<file path="src/hdl/dcsr_pkg.sv">
// Constants for the converter configuration and status registers.
// How it works
// - Reference code 11 external buffered, 10 external unbuffered, 00 supply.
// - Code 01 selects band gap, buffered; it keeps driving reference pin.
// - Codes 00, 10 and 11 switch the band gap off once no channel holds 01.
// - Power-down register holds two bits per channel in the low bits.
// - Power-down 00 normal, 01 1k pull-down, 10 100k, 11 open.
// - Gain bits sit at bit 8 and bit 9; one means double gain.
// - Reference code 00 forces unity gain whatever the gain bit holds.
// - Status bit 7 sets on power event and clears on status read.
// - Bit 6 shows nonvolatile access; only volatile commands accepted then.
// - Volatile-only builds read the access bit as zero.
// - Nonvolatile gain register at 1Ah holds one gain bit per channel.
// - Lock 11 locks value and config, 10 value, 01 config, 00 none.
// - Locks gate volatile writes only; nonvolatile writes need high voltage.
// - Volatile power-down bits stay writable under a configuration lock.
// - Unimplemented bits of reference, power-down, lock registers read zero.
// - Power event loads volatile reference bits from nonvolatile copy.
// - After power-up load status reads 0080h with nonvolatile gain bits; reference and power-down read nonvolatile copies.
package dcsr_pkg;
  localparam logic [4:0]  ADDR_DAC0     = 5'h00;
  localparam logic [4:0]  ADDR_DAC1     = 5'h01;
  localparam logic [4:0]  ADDR_REF_V    = 5'h08;
  localparam logic [4:0]  ADDR_PD_V     = 5'h09;
  localparam logic [4:0]  ADDR_GAIN_ST  = 5'h0a;
  localparam logic [4:0]  ADDR_NV_DAC0  = 5'h10;
  localparam logic [4:0]  ADDR_NV_DAC1  = 5'h11;
  localparam logic [4:0]  ADDR_REF_NV   = 5'h18;
  localparam logic [4:0]  ADDR_PD_NV    = 5'h19;
  localparam logic [4:0]  ADDR_GAIN_NV  = 5'h1a;
  localparam logic [4:0]  ADDR_LOCK_NV  = 5'h1b;
  localparam logic [4:0]  NV_ADDR_BIT   = 5'h04;
  localparam int          GAIN_LSB      = 8;
  localparam int          POR_BIT       = 7;
  localparam int          NVA_BIT       = 6;
  localparam logic [15:0] STATUS_RESET  = 16'h0080;
  localparam logic [15:0] ZERO16        = 16'h0000;
  localparam logic [1:0]  REF_SUPPLY    = 2'h0;
  localparam logic [1:0]  REF_BANDGAP   = 2'h1;
  localparam logic [1:0]  REF_EXT_UNBUF = 2'h2;
  localparam logic [1:0]  REF_EXT_BUF   = 2'h3;
  localparam logic [1:0]  PD_NORMAL     = 2'h0;
  localparam logic [1:0]  PD_1K         = 2'h1;
  localparam logic [1:0]  PD_100K       = 2'h2;
  localparam logic [1:0]  PD_OPEN       = 2'h3;
  localparam int          LOCK_CFG_BIT  = 0;
  localparam int          LOCK_VAL_BIT  = 1;
  localparam int          NV_LOAD_CYC   = 4;
  localparam int          NV_WRITE_CYC  = 16;
endpackage : dcsr_pkg

</file>
<file path="src/hdl/dcsr_regs.sv">
// Configuration and status registers of a one- or two-channel converter.
`timescale 1ns/100ps
module dcsr_regs
  import dcsr_pkg::*;
#(
  parameter int   CHANNELS = 2,
  parameter bit   HAS_NV   = 1'b1,
  parameter int   VAL_W    = 12
) (
  input  wire logic                  clk,
  input  wire logic                  nrst,
  input  wire logic                  wr_en,
  input  wire logic                  rd_en,
  input  wire logic [4:0]            addr,
  input  wire logic [15:0]           wdata,
  input  wire logic                  high_voltage_program_pin,
  input  wire logic [15:0]           nv_ref_init,
  input  wire logic [15:0]           nv_pd_init,
  input  wire logic [15:0]           nv_gain_init,
  input  wire logic [15:0]           nv_lock_init,
  output logic [15:0]                rdata,
  output logic                       rd_valid,
  output logic                       cmd_refused,
  output logic                       nv_access_active,
  output logic [2*CHANNELS-1:0]      reference_select_bits,
  output logic [2*CHANNELS-1:0]      power_down_bits,
  output logic [CHANNELS-1:0]        gain_eff,
  output logic [CHANNELS-1:0]        ref_buffer_on,
  output logic                       bandgap_on,
  output logic [CHANNELS-1:0]        ref_pin_driven,
  output logic [CHANNELS-1:0]        pd_1k,
  output logic [CHANNELS-1:0]        pd_100k,
  output logic [CHANNELS-1:0]        pd_open,
  output logic [CHANNELS*VAL_W-1:0]  dac_value
);
  localparam int FW = 2 * CHANNELS;

  typedef struct packed {
    logic [FW-1:0]           ref_v;
    logic [FW-1:0]           pd_v;
    logic [CHANNELS-1:0]     gain_v;
    logic                    por_flag;
    logic [FW-1:0]           ref_nv;
    logic [FW-1:0]           pd_nv;
    logic [CHANNELS-1:0]     gain_nv;
    logic [FW-1:0]           lock_nv;
    logic [CHANNELS*VAL_W-1:0] val;
    logic [4:0]              nv_cnt;
    logic                    nv_busy;
    logic                    boot;
    logic [15:0]             rdata;
    logic                    rd_valid;
    logic                    refused;
    logic [FW-1:0]           ref_o;
    logic [FW-1:0]           pd_o;
    logic [CHANNELS-1:0]     gain_o;
    logic [CHANNELS-1:0]     buf_o;
    logic                    bg_o;
    logic [CHANNELS-1:0]     drv_o;
    logic [CHANNELS-1:0]     p1k_o;
    logic [CHANNELS-1:0]     p100k_o;
    logic [CHANNELS-1:0]     popen_o;
  } dcsr_regs_s;

  dcsr_regs_s st_q;
  dcsr_regs_s st_d;
  logic       hv_level;

  // Widen a field into a 16-bit word with the upper bits zero.
  function automatic logic [15:0] zext(input logic [FW-1:0] f);
    logic [15:0] w;
    w = ZERO16;
    w[FW-1:0] = f;
    return w;
  endfunction

  // Locked configuration of one channel from its lock field.
  function automatic logic cfg_locked(input logic [FW-1:0] lk, input int ch);
    return lk[2*ch+LOCK_CFG_BIT];
  endfunction

  // The programming pin comes from outside and is synchronised.
  dcsr_sync u_hv_sync (
    .clk   (clk),
    .nrst  (nrst),
    .pin   (high_voltage_program_pin),
    .level (hv_level)
  );

  ////////////////////////////////////////////////////////////////////////////
  // Next-state logic: register writes, reads, power-up load, decode.
  always_comb begin
    logic nv_addr;
    logic [1:0] r;
    st_d          = st_q;
    nv_addr       = 1'b0;
    r             = 2'h0;
    st_d.rd_valid = 1'b0;
    st_d.refused  = 1'b0;
    nv_addr       = addr[4] & (addr >= ADDR_NV_DAC0);
    // Power-up copies the nonvolatile copy into the volatile registers.
    if (st_q.boot) begin
      st_d.boot    = 1'b0;
      st_d.nv_busy = HAS_NV;
      st_d.nv_cnt  = 5'(NV_LOAD_CYC);
      if (HAS_NV) begin
        st_d.ref_nv  = nv_ref_init[FW-1:0];
        st_d.pd_nv   = nv_pd_init[FW-1:0];
        st_d.gain_nv = nv_gain_init[CHANNELS-1:0];
        st_d.lock_nv = nv_lock_init[FW-1:0];
        st_d.ref_v   = nv_ref_init[FW-1:0];
        st_d.pd_v    = nv_pd_init[FW-1:0];
        st_d.gain_v  = nv_gain_init[CHANNELS-1:0];
      end
    end else if (st_q.nv_busy) begin
      if (st_q.nv_cnt <= 5'h01) begin
        st_d.nv_busy = 1'b0;
        st_d.nv_cnt  = 5'h00;
      end else begin
        st_d.nv_cnt = st_q.nv_cnt - 5'h01;
      end
    end
    // Writes.
    if (wr_en && !st_q.boot) begin
      if (nv_addr && (st_q.nv_busy || !hv_level || !HAS_NV)) begin
        st_d.refused = 1'b1;
      end else if (nv_addr) begin
        st_d.nv_busy = 1'b1;
        st_d.nv_cnt  = 5'(NV_WRITE_CYC);
        case (addr)
          ADDR_REF_NV:  st_d.ref_nv  = wdata[FW-1:0];
          ADDR_PD_NV:   st_d.pd_nv   = wdata[FW-1:0];
          ADDR_GAIN_NV: st_d.gain_nv = wdata[GAIN_LSB +: CHANNELS];
          ADDR_LOCK_NV: st_d.lock_nv = wdata[FW-1:0];
          default:      st_d.refused = 1'b0;
        endcase
      end else begin
        case (addr)
          ADDR_REF_V: begin
            for (int c = 0; c < CHANNELS; c++) begin
              if (!cfg_locked(st_q.lock_nv, c)) begin
                st_d.ref_v[2*c +: 2] = wdata[2*c +: 2];
              end
            end
          end
          ADDR_PD_V: st_d.pd_v = wdata[FW-1:0];
          ADDR_GAIN_ST: begin
            for (int c = 0; c < CHANNELS; c++) begin
              if (!cfg_locked(st_q.lock_nv, c)) begin
                st_d.gain_v[c] = wdata[GAIN_LSB+c];
              end
            end
          end
          default: begin
            for (int c = 0; c < CHANNELS; c++) begin
              if (addr == 5'(c) && !st_q.lock_nv[2*c+LOCK_VAL_BIT]) begin
                st_d.val[c*VAL_W +: VAL_W] = wdata[VAL_W-1:0];
              end
            end
          end
        endcase
      end
    end
    // Reads; the status read clears the power event flag.
    if (rd_en && !st_q.boot) begin
      st_d.rd_valid = 1'b1;
      st_d.rdata    = ZERO16;
      if (nv_addr && st_q.nv_busy) begin
        st_d.refused  = 1'b1;
      end else begin
        case (addr)
          ADDR_REF_V:  st_d.rdata = zext(st_q.ref_v);
          ADDR_PD_V:   st_d.rdata = zext(st_q.pd_v);
          ADDR_GAIN_ST: begin
            st_d.rdata[GAIN_LSB +: CHANNELS] = st_q.gain_v;
            st_d.rdata[POR_BIT] = st_q.por_flag;
            st_d.rdata[NVA_BIT] = st_q.nv_busy & HAS_NV;
            st_d.por_flag = 1'b0;
          end
          ADDR_REF_NV:  st_d.rdata = HAS_NV ? zext(st_q.ref_nv) : ZERO16;
          ADDR_PD_NV:   st_d.rdata = HAS_NV ? zext(st_q.pd_nv) : ZERO16;
          ADDR_LOCK_NV: st_d.rdata = HAS_NV ? zext(st_q.lock_nv) : ZERO16;
          ADDR_GAIN_NV: begin
            if (HAS_NV) begin
              st_d.rdata[GAIN_LSB +: CHANNELS] = st_q.gain_nv;
            end
          end
          default: begin
            for (int c = 0; c < CHANNELS; c++) begin
              if (addr == 5'(c)) begin
                st_d.rdata[VAL_W-1:0] = st_q.val[c*VAL_W +: VAL_W];
              end
            end
          end
        endcase
      end
    end
    // Per-channel decode of reference, gain and power-down.
    st_d.bg_o = 1'b0;
    for (int c = 0; c < CHANNELS; c++) begin
      r = st_q.ref_v[2*c +: 2];
      st_d.buf_o[c]  = (r == REF_EXT_BUF) || (r == REF_BANDGAP);
      st_d.drv_o[c]  = (r == REF_BANDGAP);
      if (r == REF_BANDGAP) begin
        st_d.bg_o = 1'b1;
      end
      st_d.gain_o[c] = st_q.gain_v[c] & (r != REF_SUPPLY);
      st_d.p1k_o[c]   = st_q.pd_v[2*c +: 2] == PD_1K;
      st_d.p100k_o[c] = st_q.pd_v[2*c +: 2] == PD_100K;
      st_d.popen_o[c] = st_q.pd_v[2*c +: 2] == PD_OPEN;
    end
    st_d.ref_o = st_q.ref_v;
    st_d.pd_o  = st_q.pd_v;
  end

  ////////////////////////////////////////////////////////////////////////////
  // State register; reset models the power-on or brown-out event.
  always_ff @(posedge clk) begin
    if (!nrst) begin
      st_q          <= '0;
      st_q.por_flag <= STATUS_RESET[POR_BIT];
      st_q.boot     <= 1'b1;
    end else begin
      st_q <= st_d;
    end
  end

  assign rdata                 = st_q.rdata;
  assign rd_valid              = st_q.rd_valid;
  assign cmd_refused           = st_q.refused;
  assign nv_access_active      = st_q.nv_busy;
  assign reference_select_bits = st_q.ref_o;
  assign power_down_bits       = st_q.pd_o;
  assign gain_eff              = st_q.gain_o;
  assign ref_buffer_on         = st_q.buf_o;
  assign bandgap_on            = st_q.bg_o;
  assign ref_pin_driven        = st_q.drv_o;
  assign pd_1k                 = st_q.p1k_o;
  assign pd_100k               = st_q.p100k_o;
  assign pd_open               = st_q.popen_o;
  assign dac_value             = st_q.val;

  ////////////////////////////////////////////////////////////////////////////
  // Checks beside the logic.
  por_read_clr_a: assert property (@(posedge clk) disable iff (!nrst)
    (rd_en && !st_q.boot && addr == ADDR_GAIN_ST && !st_q.nv_busy)
      |=> (rdata[POR_BIT] == $past(st_q.por_flag)) ##1 !st_q.por_flag)
    else $error("status read did not report and clear power flag");
  gain_force_a: assert property (@(posedge clk) disable iff (!nrst)
    (st_q.ref_v[1:0] == REF_SUPPLY) |=> !gain_eff[0])
    else $error("gain not forced to unity on supply reference");
  bg_on_a: assert property (@(posedge clk) disable iff (!nrst)
    (st_q.ref_v[1:0] == REF_BANDGAP) |=> bandgap_on && ref_pin_driven[0])
    else $error("band gap not on for code 01");
  pd_write_a: assert property (@(posedge clk) disable iff (!nrst)
    (wr_en && !st_q.boot && addr == ADDR_PD_V)
      |=> st_q.pd_v == $past(wdata[FW-1:0]))
    else $error("power-down write lost");
  ref_lock_a: assert property (@(posedge clk) disable iff (!nrst)
    (wr_en && st_q.lock_nv[LOCK_CFG_BIT] && !st_q.boot)
      |=> $stable(st_q.ref_v[1:0]))
    else $error("locked reference changed");
  nv_hv_a: assert property (@(posedge clk) disable iff (!nrst)
    (wr_en && addr == ADDR_REF_NV && !hv_level && !st_q.boot)
      |=> cmd_refused && $stable(st_q.ref_nv))
    else $error("nonvolatile write without high voltage");
  nv_busy_len_a: assert property (@(posedge clk) disable iff (!nrst)
    $rose(st_q.nv_busy) && st_q.nv_cnt == 5'(NV_LOAD_CYC) |-> st_q.nv_busy[*4])
    else $error("power-up load too short");
  pd_decode_a: assert property (@(posedge clk) disable iff (!nrst)
    (st_q.pd_v[1:0] == PD_OPEN) |=> pd_open[0] && !pd_1k[0] && !pd_100k[0])
    else $error("power-down decode wrong");
  unimpl_zero_a: assert property (@(posedge clk) disable iff (!nrst)
    (rd_en && addr == ADDR_REF_V && !st_q.boot) |=> rdata[15:FW] == '0)
    else $error("unimplemented bits not zero");

  ////////////////////////////////////////////////////////////////////////////
  // Decode, lock, status and power-up load checks.
  buf_ext_a: assert property (@(posedge clk) disable iff (!nrst)
    (st_q.ref_v[1:0] == REF_EXT_BUF)
      |=> ref_buffer_on[0] && !ref_pin_driven[0])
    else $error("buffer off for buffered external reference");
  unbuf_ext_a: assert property (@(posedge clk) disable iff (!nrst)
    (st_q.ref_v[1:0] == REF_EXT_UNBUF) |=> !ref_buffer_on[0])
    else $error("buffer on for unbuffered external reference");
  gain_double_a: assert property (@(posedge clk) disable iff (!nrst)
    (st_q.gain_v[0] && st_q.ref_v[1:0] != REF_SUPPLY) |=> gain_eff[0])
    else $error("double gain not applied");
  nva_status_a: assert property (@(posedge clk) disable iff (!nrst)
    (rd_en && !st_q.boot && addr == ADDR_GAIN_ST)
      |=> rdata[NVA_BIT] == $past(nv_access_active))
    else $error("access bit does not follow the busy state");
  nv_refuse_a: assert property (@(posedge clk) disable iff (!nrst)
    ((wr_en || rd_en) && !st_q.boot && addr >= ADDR_NV_DAC0 && st_q.nv_busy)
      |=> cmd_refused)
    else $error("nonvolatile access accepted while busy");
  nva_zero_a: assert property (@(posedge clk) disable iff (!nrst)
    (!HAS_NV && rd_en && !st_q.boot) |=> !rdata[NVA_BIT])
    else $error("access bit set on a volatile-only build");
  val_lock_a: assert property (@(posedge clk) disable iff (!nrst)
    (wr_en && !st_q.boot && addr == ADDR_DAC1 && st_q.lock_nv[FW-1])
      |=> $stable(st_q.val[CHANNELS*VAL_W-1 -: VAL_W]))
    else $error("locked output value changed");
  boot_load_a: assert property (@(posedge clk) disable iff (!nrst)
    (st_q.boot && HAS_NV) |=> st_q.ref_v == $past(nv_ref_init[FW-1:0]))
    else $error("reference bits not loaded at power-up");
endmodule // dcsr_regs

</file>
<file path="src/hdl/dcsr_sync.sv">
// Three-stage pin synchroniser with agreement of the last two stages.
`timescale 1ns/100ps
module dcsr_sync (
  input  wire logic clk,
  input  wire logic nrst,
  input  wire logic pin,
  output logic      level
);
  typedef struct packed {
    logic s1;
    logic s2;
    logic s3;
    logic lvl;
  } dcsr_sync_s;
  dcsr_sync_s st_q;
  dcsr_sync_s st_d;

  // Shift the pin in; accept a change once stages two and three agree.
  always_comb begin
    st_d     = st_q;
    st_d.s1  = pin;
    st_d.s2  = st_q.s1;
    st_d.s3  = st_q.s2;
    if (st_q.s2 == st_q.s3) begin
      st_d.lvl = st_q.s3;
    end
  end

  // Registers with synchronous reset.
  always_ff @(posedge clk) begin
    if (!nrst) begin
      st_q <= '0;
    end else begin
      st_q <= st_d;
    end
  end

  assign level = st_q.lvl;
endmodule // dcsr_sync
</file>
<file path="config.mk">
export PLATFORM = sky130hd
export DESIGN_NAME = dcsr_regs
export DESIGN_NICKNAME = d
export VERILOG_FILES = /design/src/hdl/dcsr_pkg.sv /design/src/hdl/dcsr_regs.sv /design/src/hdl/dcsr_sync.sv
export SDC_FILE = /design/constraint.sdc
export NUM_CORES = 1
export LEC_CHECK = 0
export BUFFER_PORTS_ARGS = -buffer_cell sky130_fd_sc_hd__buf_4
export CAP_MARGIN = 20
export CELL_PAD_IN_SITES_DETAIL_PLACEMENT = 0
export CELL_PAD_IN_SITES_GLOBAL_PLACEMENT = 1
export CORE_AREA = 3 3 118 120
export DETAILED_ROUTE_END_ITERATION = 10
export DIE_AREA = 0 0 121 123
export GPL_ROUTABILITY_DRIVEN = 0
export GPL_TIMING_DRIVEN = 1
export PLACE_DENSITY_LB_ADDON = 0.2
export SYNTH_ARGS = -nofsm -noshare
export SYNTH_HDL_FRONTEND = slang
export SYNTH_SLANG_ARGS = --single-unit
</file>
<file path="constraint.sdc">
create_clock -name clk -period 2.9 [get_ports clk]
set_input_delay 0.725 -clock clk [delete_from_list [all_inputs] [get_ports clk]]
set_output_delay 0.725 -clock clk [all_outputs]
set_load 0.03 [all_outputs]
</file>
Word level (Yosys, flattened, before mapping)
Cells that the tools add are included.
- logic and storage cells: 124
- RAM bits: 0
- input port bits: 90
- ROM bits: 0
- latch bits: 0
- output and inout bits: 64
- memories kept: 0
- register bits: 99
- reductions and logical operators: 24
- multipliers: 0
- magnitude comparators: 2
- muxes and demuxes: 42
- shifts and indexed selects: 0
- bitwise logic cells: 7
- divide/modulo/power cells: 0
- equality and inequality tests: 19
- $add $sub $neg: 1
- operators with widths (operator ; count):
    $mux 44 ; 2
    $mux 12 ; 5
    $mux 24 ; 2
    $mux 10 ; 4
    $mux 40 ; 1
    $pmux 6 s6 ; 1
    $mux 14 ; 2
    $eq 5x5->1 const B ; 4
    $mux 4 ; 5
    $mux 18 ; 1
    $mux 6 ; 3
    $eq 5x4->1 const B ; 3
    $eq 2x2->1 const B ; 6
    $mux 2 ; 5
    $reduce_and 5->1 ; 2
    $eq 2x1->1 const B ; 4
    $mux 1 ; 8
    $reduce_or 7->1 ; 1
    $logic_and 1x1->1 ; 6
    $pmux 2 s3 ; 1
    $reduce_or 6->1 ; 1
    $eq 5x1->1 const B ; 1
    $ge 5x5->1 const B ; 1
    $le 5x1->1 const B ; 1
    14 further kinds ; 25

Depth between registers and ports, before layout
- depth after elaboration: 8
- gate-level depth with buffers: 7
- mapped depth without buffers: 6

By module
Synthesis repeated with hierarchy kept, for this count alone.
- cells, all modules: 496
- area total of the unflattened synthesis: 4453.0 sq um
- by module, submodules not included (module ; times used ; sequential area each (sq um) ; cells each ; area an instance (sq um)):
    dcsr_regs ; 1 ; 1821.7 ; 486 ; 4336.7
    dcsr_sync ; 1 ; 80.1 ; 10 ; 116.4

Worst setup path after synthesis
No wires, ideal clock.
- path kind: input to register
- start point: in addr[0]
- end point: reg st_q (netlist bit rdata[8])
- path slack: 983 ps
- stages on the path: 6
- buffers on the path: 3
- arrival time: 1800 ps
- data required time: 2783 ps
- path through: buf_2 buf_2 buf_2 mux2i_1 o22ai_1 a22o_1
- cells in the longest elaborated chain, start to end: 5
- elaborated cells between the ends (all ways): 17
- classes of those cells: order compare: 1; eq/ne: 8; mux: 4; bitwise: 1; reduce/logical: 3
- RTL lines (what ; RTL line ; RTL):
    from (decl) ; dcsr_regs.sv:14 ; input wire logic [4:0] addr,
    $logic_not 5->1 ; dcsr_regs.sv:190 ; if (addr == 5'(c)) begin
    $mux 12 (2 in a row) ; dcsr_regs.sv:190 ;
    $pmux 2 s3 ; dcsr_regs.sv:171 ; case (addr)
    $mux 12 * ; dcsr_regs.sv:168 ; if (nv_addr && st_q.nv_busy) begin
    to (signal assigned) ; dcsr_regs.sv:224 ; st_q <= st_d;
    to (decl) ; dcsr_regs.sv:65 ; dcsr_regs_s st_q;
Mark *: on every way between the ends. The rest lies on a longest branch, timed or not.
A chain may end at the register's enable or synchronous reset.

Final worst setup path
- start point: in addr[4]
- end point: reg st_q (netlist bit rdata[5])
- cells in the longest elaborated chain, start to end: 5
- elaborated cells between the ends (all ways): 17
- classes of those cells: order compare: 1; eq/ne: 8; mux: 4; bitwise: 1; reduce/logical: 3
- RTL lines (what ; RTL line):
    $logic_not 5->1 ; dcsr_regs.sv:190
    $mux 12 (2 in a row) ; dcsr_regs.sv:190
    $pmux 6 s6 ; dcsr_regs.sv:171
    $mux 12 * ; dcsr_regs.sv:168
Marks and branches as above.

==> metrics.md <==
| Metric | Value |
|---|---|
| Status | `complete, no violations` |
| Worst R2R Path Depth | `4` |
| Worst Clk Skew | `0.00698 ns` |
| Die height | `123 um` |
| Post-CTS Setup Repair Bufs | `0` |
| Core region area | `13,100 um2` |
| Grt total ovfl | `0` |
| Boundary pin count | `154` |
| H-Tree Depth | `3` |
| Worst skew pair latency | `0.35 ns` |
| Hold buffers post-CTS | `0` |
| VDD IR-drop max | `0.281 mV` |
| RSZ-0062 raised after global routing | `false` |
| Mean post-synth cell area | `9.27 um2` |
| CP delay by family, top | `simple AND/OR/NAND/NOR gates` |
| Max-slew headroom | `0.588` |
| # diodes | `0` |
| Synthesized cell area | `4520 um2` |
| I/O Buffers | `95` |
| Total of fill cells in the finished design | `1,325` |
| Tmin final | `1.98 ns` |
| Wirelength, routed | `11,500 um` |
| HP Start | `u_hv_sync.st_d[2]` |
| Share of post-route cells with drive strength above 1 | `0.274` |
| FF-to-FF End | `rdata[3]` |
| Leak | `2.37 nW` |
| Via/cell ratio | `4.88` |
| Die area | `14,900 um2` |
| CP cell instances | `buf_4 -> or4_1 -> a211oi_4 -> a22oi_1 -> nor2_1` |
| Main synth FF type | `dfxtp_1` |
| Worst hold path class | `reg -> reg` |
| Worst EP required | `3.19 ns` |
| Slowest stage delay, CP | `0.77 ns` |
| Synthesized flop and latch total | `95` |
| Placed Cells | `683` |
| Largest net degree at the start of global routing | `34` |
| First-pass DRT Iterations | `4` |
| Sequential fraction of the synthesis area | `0.420` |
| Final cycle utilization of the critical path | `0.684` |
| Final max-slew violation count | `0` |
| Max_cap viols | `0` |
| R2r startpoint | `st_q[39]` |
| Antenna violations before repair | `0` |
| Drt drc | `0` |
| Via count | `3,400` |
| R2r setup slk | `0.99 ns` |
| Worst Setup End Kind | `register` |
| Number of nets in the layout | `610` |
| HPWL Detailed | `8400 um` |
| Worst-Margin Slew | `0.612 ns` |
| Setup crit start kind | `primary input` |
| Setup TNS | `0 ns` |
| Pwr Density | `559 nW/um2` |
| Synth async-reset ratio | `0` |
| Starting Density | `0.346` |
| First-pass GRT wire length | `18,200 um` |
| Maximum operating frequency | `0.504 GHz` |
| Detail Route Antenna Nets | `0` |
| DR WL/cell | `16.5 um` |
| Total Power | `0.00294 W` |
| Hold Path Depth | `1` |
| Clock Sinks | `95` |
| Drt first-iter violations | `261` |
| Horiz. Die Dim | `121 um` |
| Crit-path max FO | `17` |
| Number of global-route vias before repair | `3,323` |
| Clk slew on worst S/H paths | `0.06 ns` |
| Multi-input logic area | `2000 um2` |
| Crit-path slowest cell | `or4_1` |
| Post-CTS sizing | `0` |
| CP arrival | `2.27 ns` |
| CTS Buf Count | `9` |
| Crit path kind | `in -> reg` |
| Hold slack | `0.438 ns` |
| All-Layer GR Usage | `0.161` |
| CTS tree | `built` |
| Most common cell after layout, fill and taps aside | `buf_4` |
| Syn Inst Count | `488` |
| Std cell rows | `42` |
| Hold Violations, Final | `0` |
| EDFF count, synth | `0` |
| Synth warnings | `0` |
| Final setup fails | `0` |
| Synth cell types | `49` |
| WP buf/inv | `1` |
| Post-Layout Cell Count | `697` |
| Storage cell area | `1900 um2` |
| Maximum clock insertion buffer count | `2` |
| Hold Path End | `u_hv_sync.st_d[1]` |
| Most frequent cells in the layout | `102 x buf_4, 95 x dfxtp_1, 57 x nor2_1` |
| Clk root buf | `clkbuf_16` |
| P&R area growth vs syn | `16.2%` |
==> power by group <==
part	total [W]	internal, W	switching, W
clock network	0.00127	0.000771	0.000500
logic	0.000287	0.000120	0.000167
registers	0.00138	0.00134	0.0000370
==> worst max-delay path by stage <==
stage	start	end	cells after the start	slack, ns
after CTS	nv_access_active	nv_access_active	1	0.90
after detailed placement	addr[4]	rdata[5]	5	0.57
after global routing	st_q[39]	st_q[83]	5	0.76
after floorplan	addr[0]	rdata[8]	6	0.98
final	addr[4]	rdata[5]	5	0.92
after global placement	addr[4]	rdata[11]	5	0.59
==> kinds of logic (layout without fill, tap and decap cells) <==
family	count (synthesis)	count (layout)	share of synthesized area
adder cells (fa/ha/maj)	2	2	0.00553
buffers and inverters	100	130	0.139
other	1	4	0.000829
multiplexers	72	72	0.164
AO/OA/AOI/OAI	70	70	0.103
AND/OR/NAND/NOR	148	148	0.168
flip-flops	95	95	0.420
==> stage by stage <==
stage	setup slack [ns]	area, um2	utilization
after global placement	0.591	4940	0.378
after global routing	0.764	5260	0.402
after floorplan	0.983	4540	-
final	0.916	5260	0.402
after detailed placement	0.570	4940	0.378
after CTS	0.903	5260	0.402
==> synthesized netlist by cell type (4+ instances only) <==
cell	count	area, um2
a211oi_1	9	67.6
a21oi_1	9	45.0
a22oi_1	4	30.0
and2_1	11	68.8
buf_2	11	55.1
buf_4	62	465
clkbuf_1	11	41.3
dfxtp_1	95	1900
inv_1	13	48.8
mux2_2	16	180
mux2i_1	56	561
nand2_1	30	113
nand2b_1	5	31.3
nand3_1	13	65.1
nor2_1	57	214
nor2b_1	4	25.0
nor3_1	6	30.0
o21ai_0	21	105
o21ai_1	4	20.0
o22ai_1	4	25.0
or3b_2	4	35.0
==> worst register-to-register path, stage by stage, from the launching register on <==
cell      delay, ns
dfxtp_1        0.50
nand2b_1       0.47
a211oi_2       0.55
o21ai_0        0.18
o21ai_1        0.15
==> flip-flops by register name, indices dropped and copies added, names as in the netlist <==
name / cells
dac_value: 24
st_q: 23
rdata: 12
st_d: 8
power_down_bits: 4
reference_select_bits: 4
gain_eff: 2
pd_100k: 2
pd_1k: 2
pd_open: 2
ref_buffer_on: 2
ref_pin_driven: 2
u_hv_sync.st_d: 2
bandgap_on: 1
cmd_refused: 1
nv_access_active: 1
rd_valid: 1
u_hv_sync.level: 1
u_hv_sync.st_q: 1
==> metal layers <==
layer  part of all wire  track usage  wire length (um)
met1               0.47        0.210              5380
met2               0.47        0.260              5430
met3              0.037       0.0311               429
met4              0.020       0.0708               235
met5                  0            0                 0
==> area by class of cell <==
class	instances	share of cell area
Inverter	14	0.0100
Timing Repair Buffer	102	0.146
Clock inverter	3	0.0131
Sequential cell	95	0.362
Tap cell	176	0.0419
Clock buffer	11	0.0462
Multi-Input combinational cell	296	0.381
(Power assumes the default switching activity.)
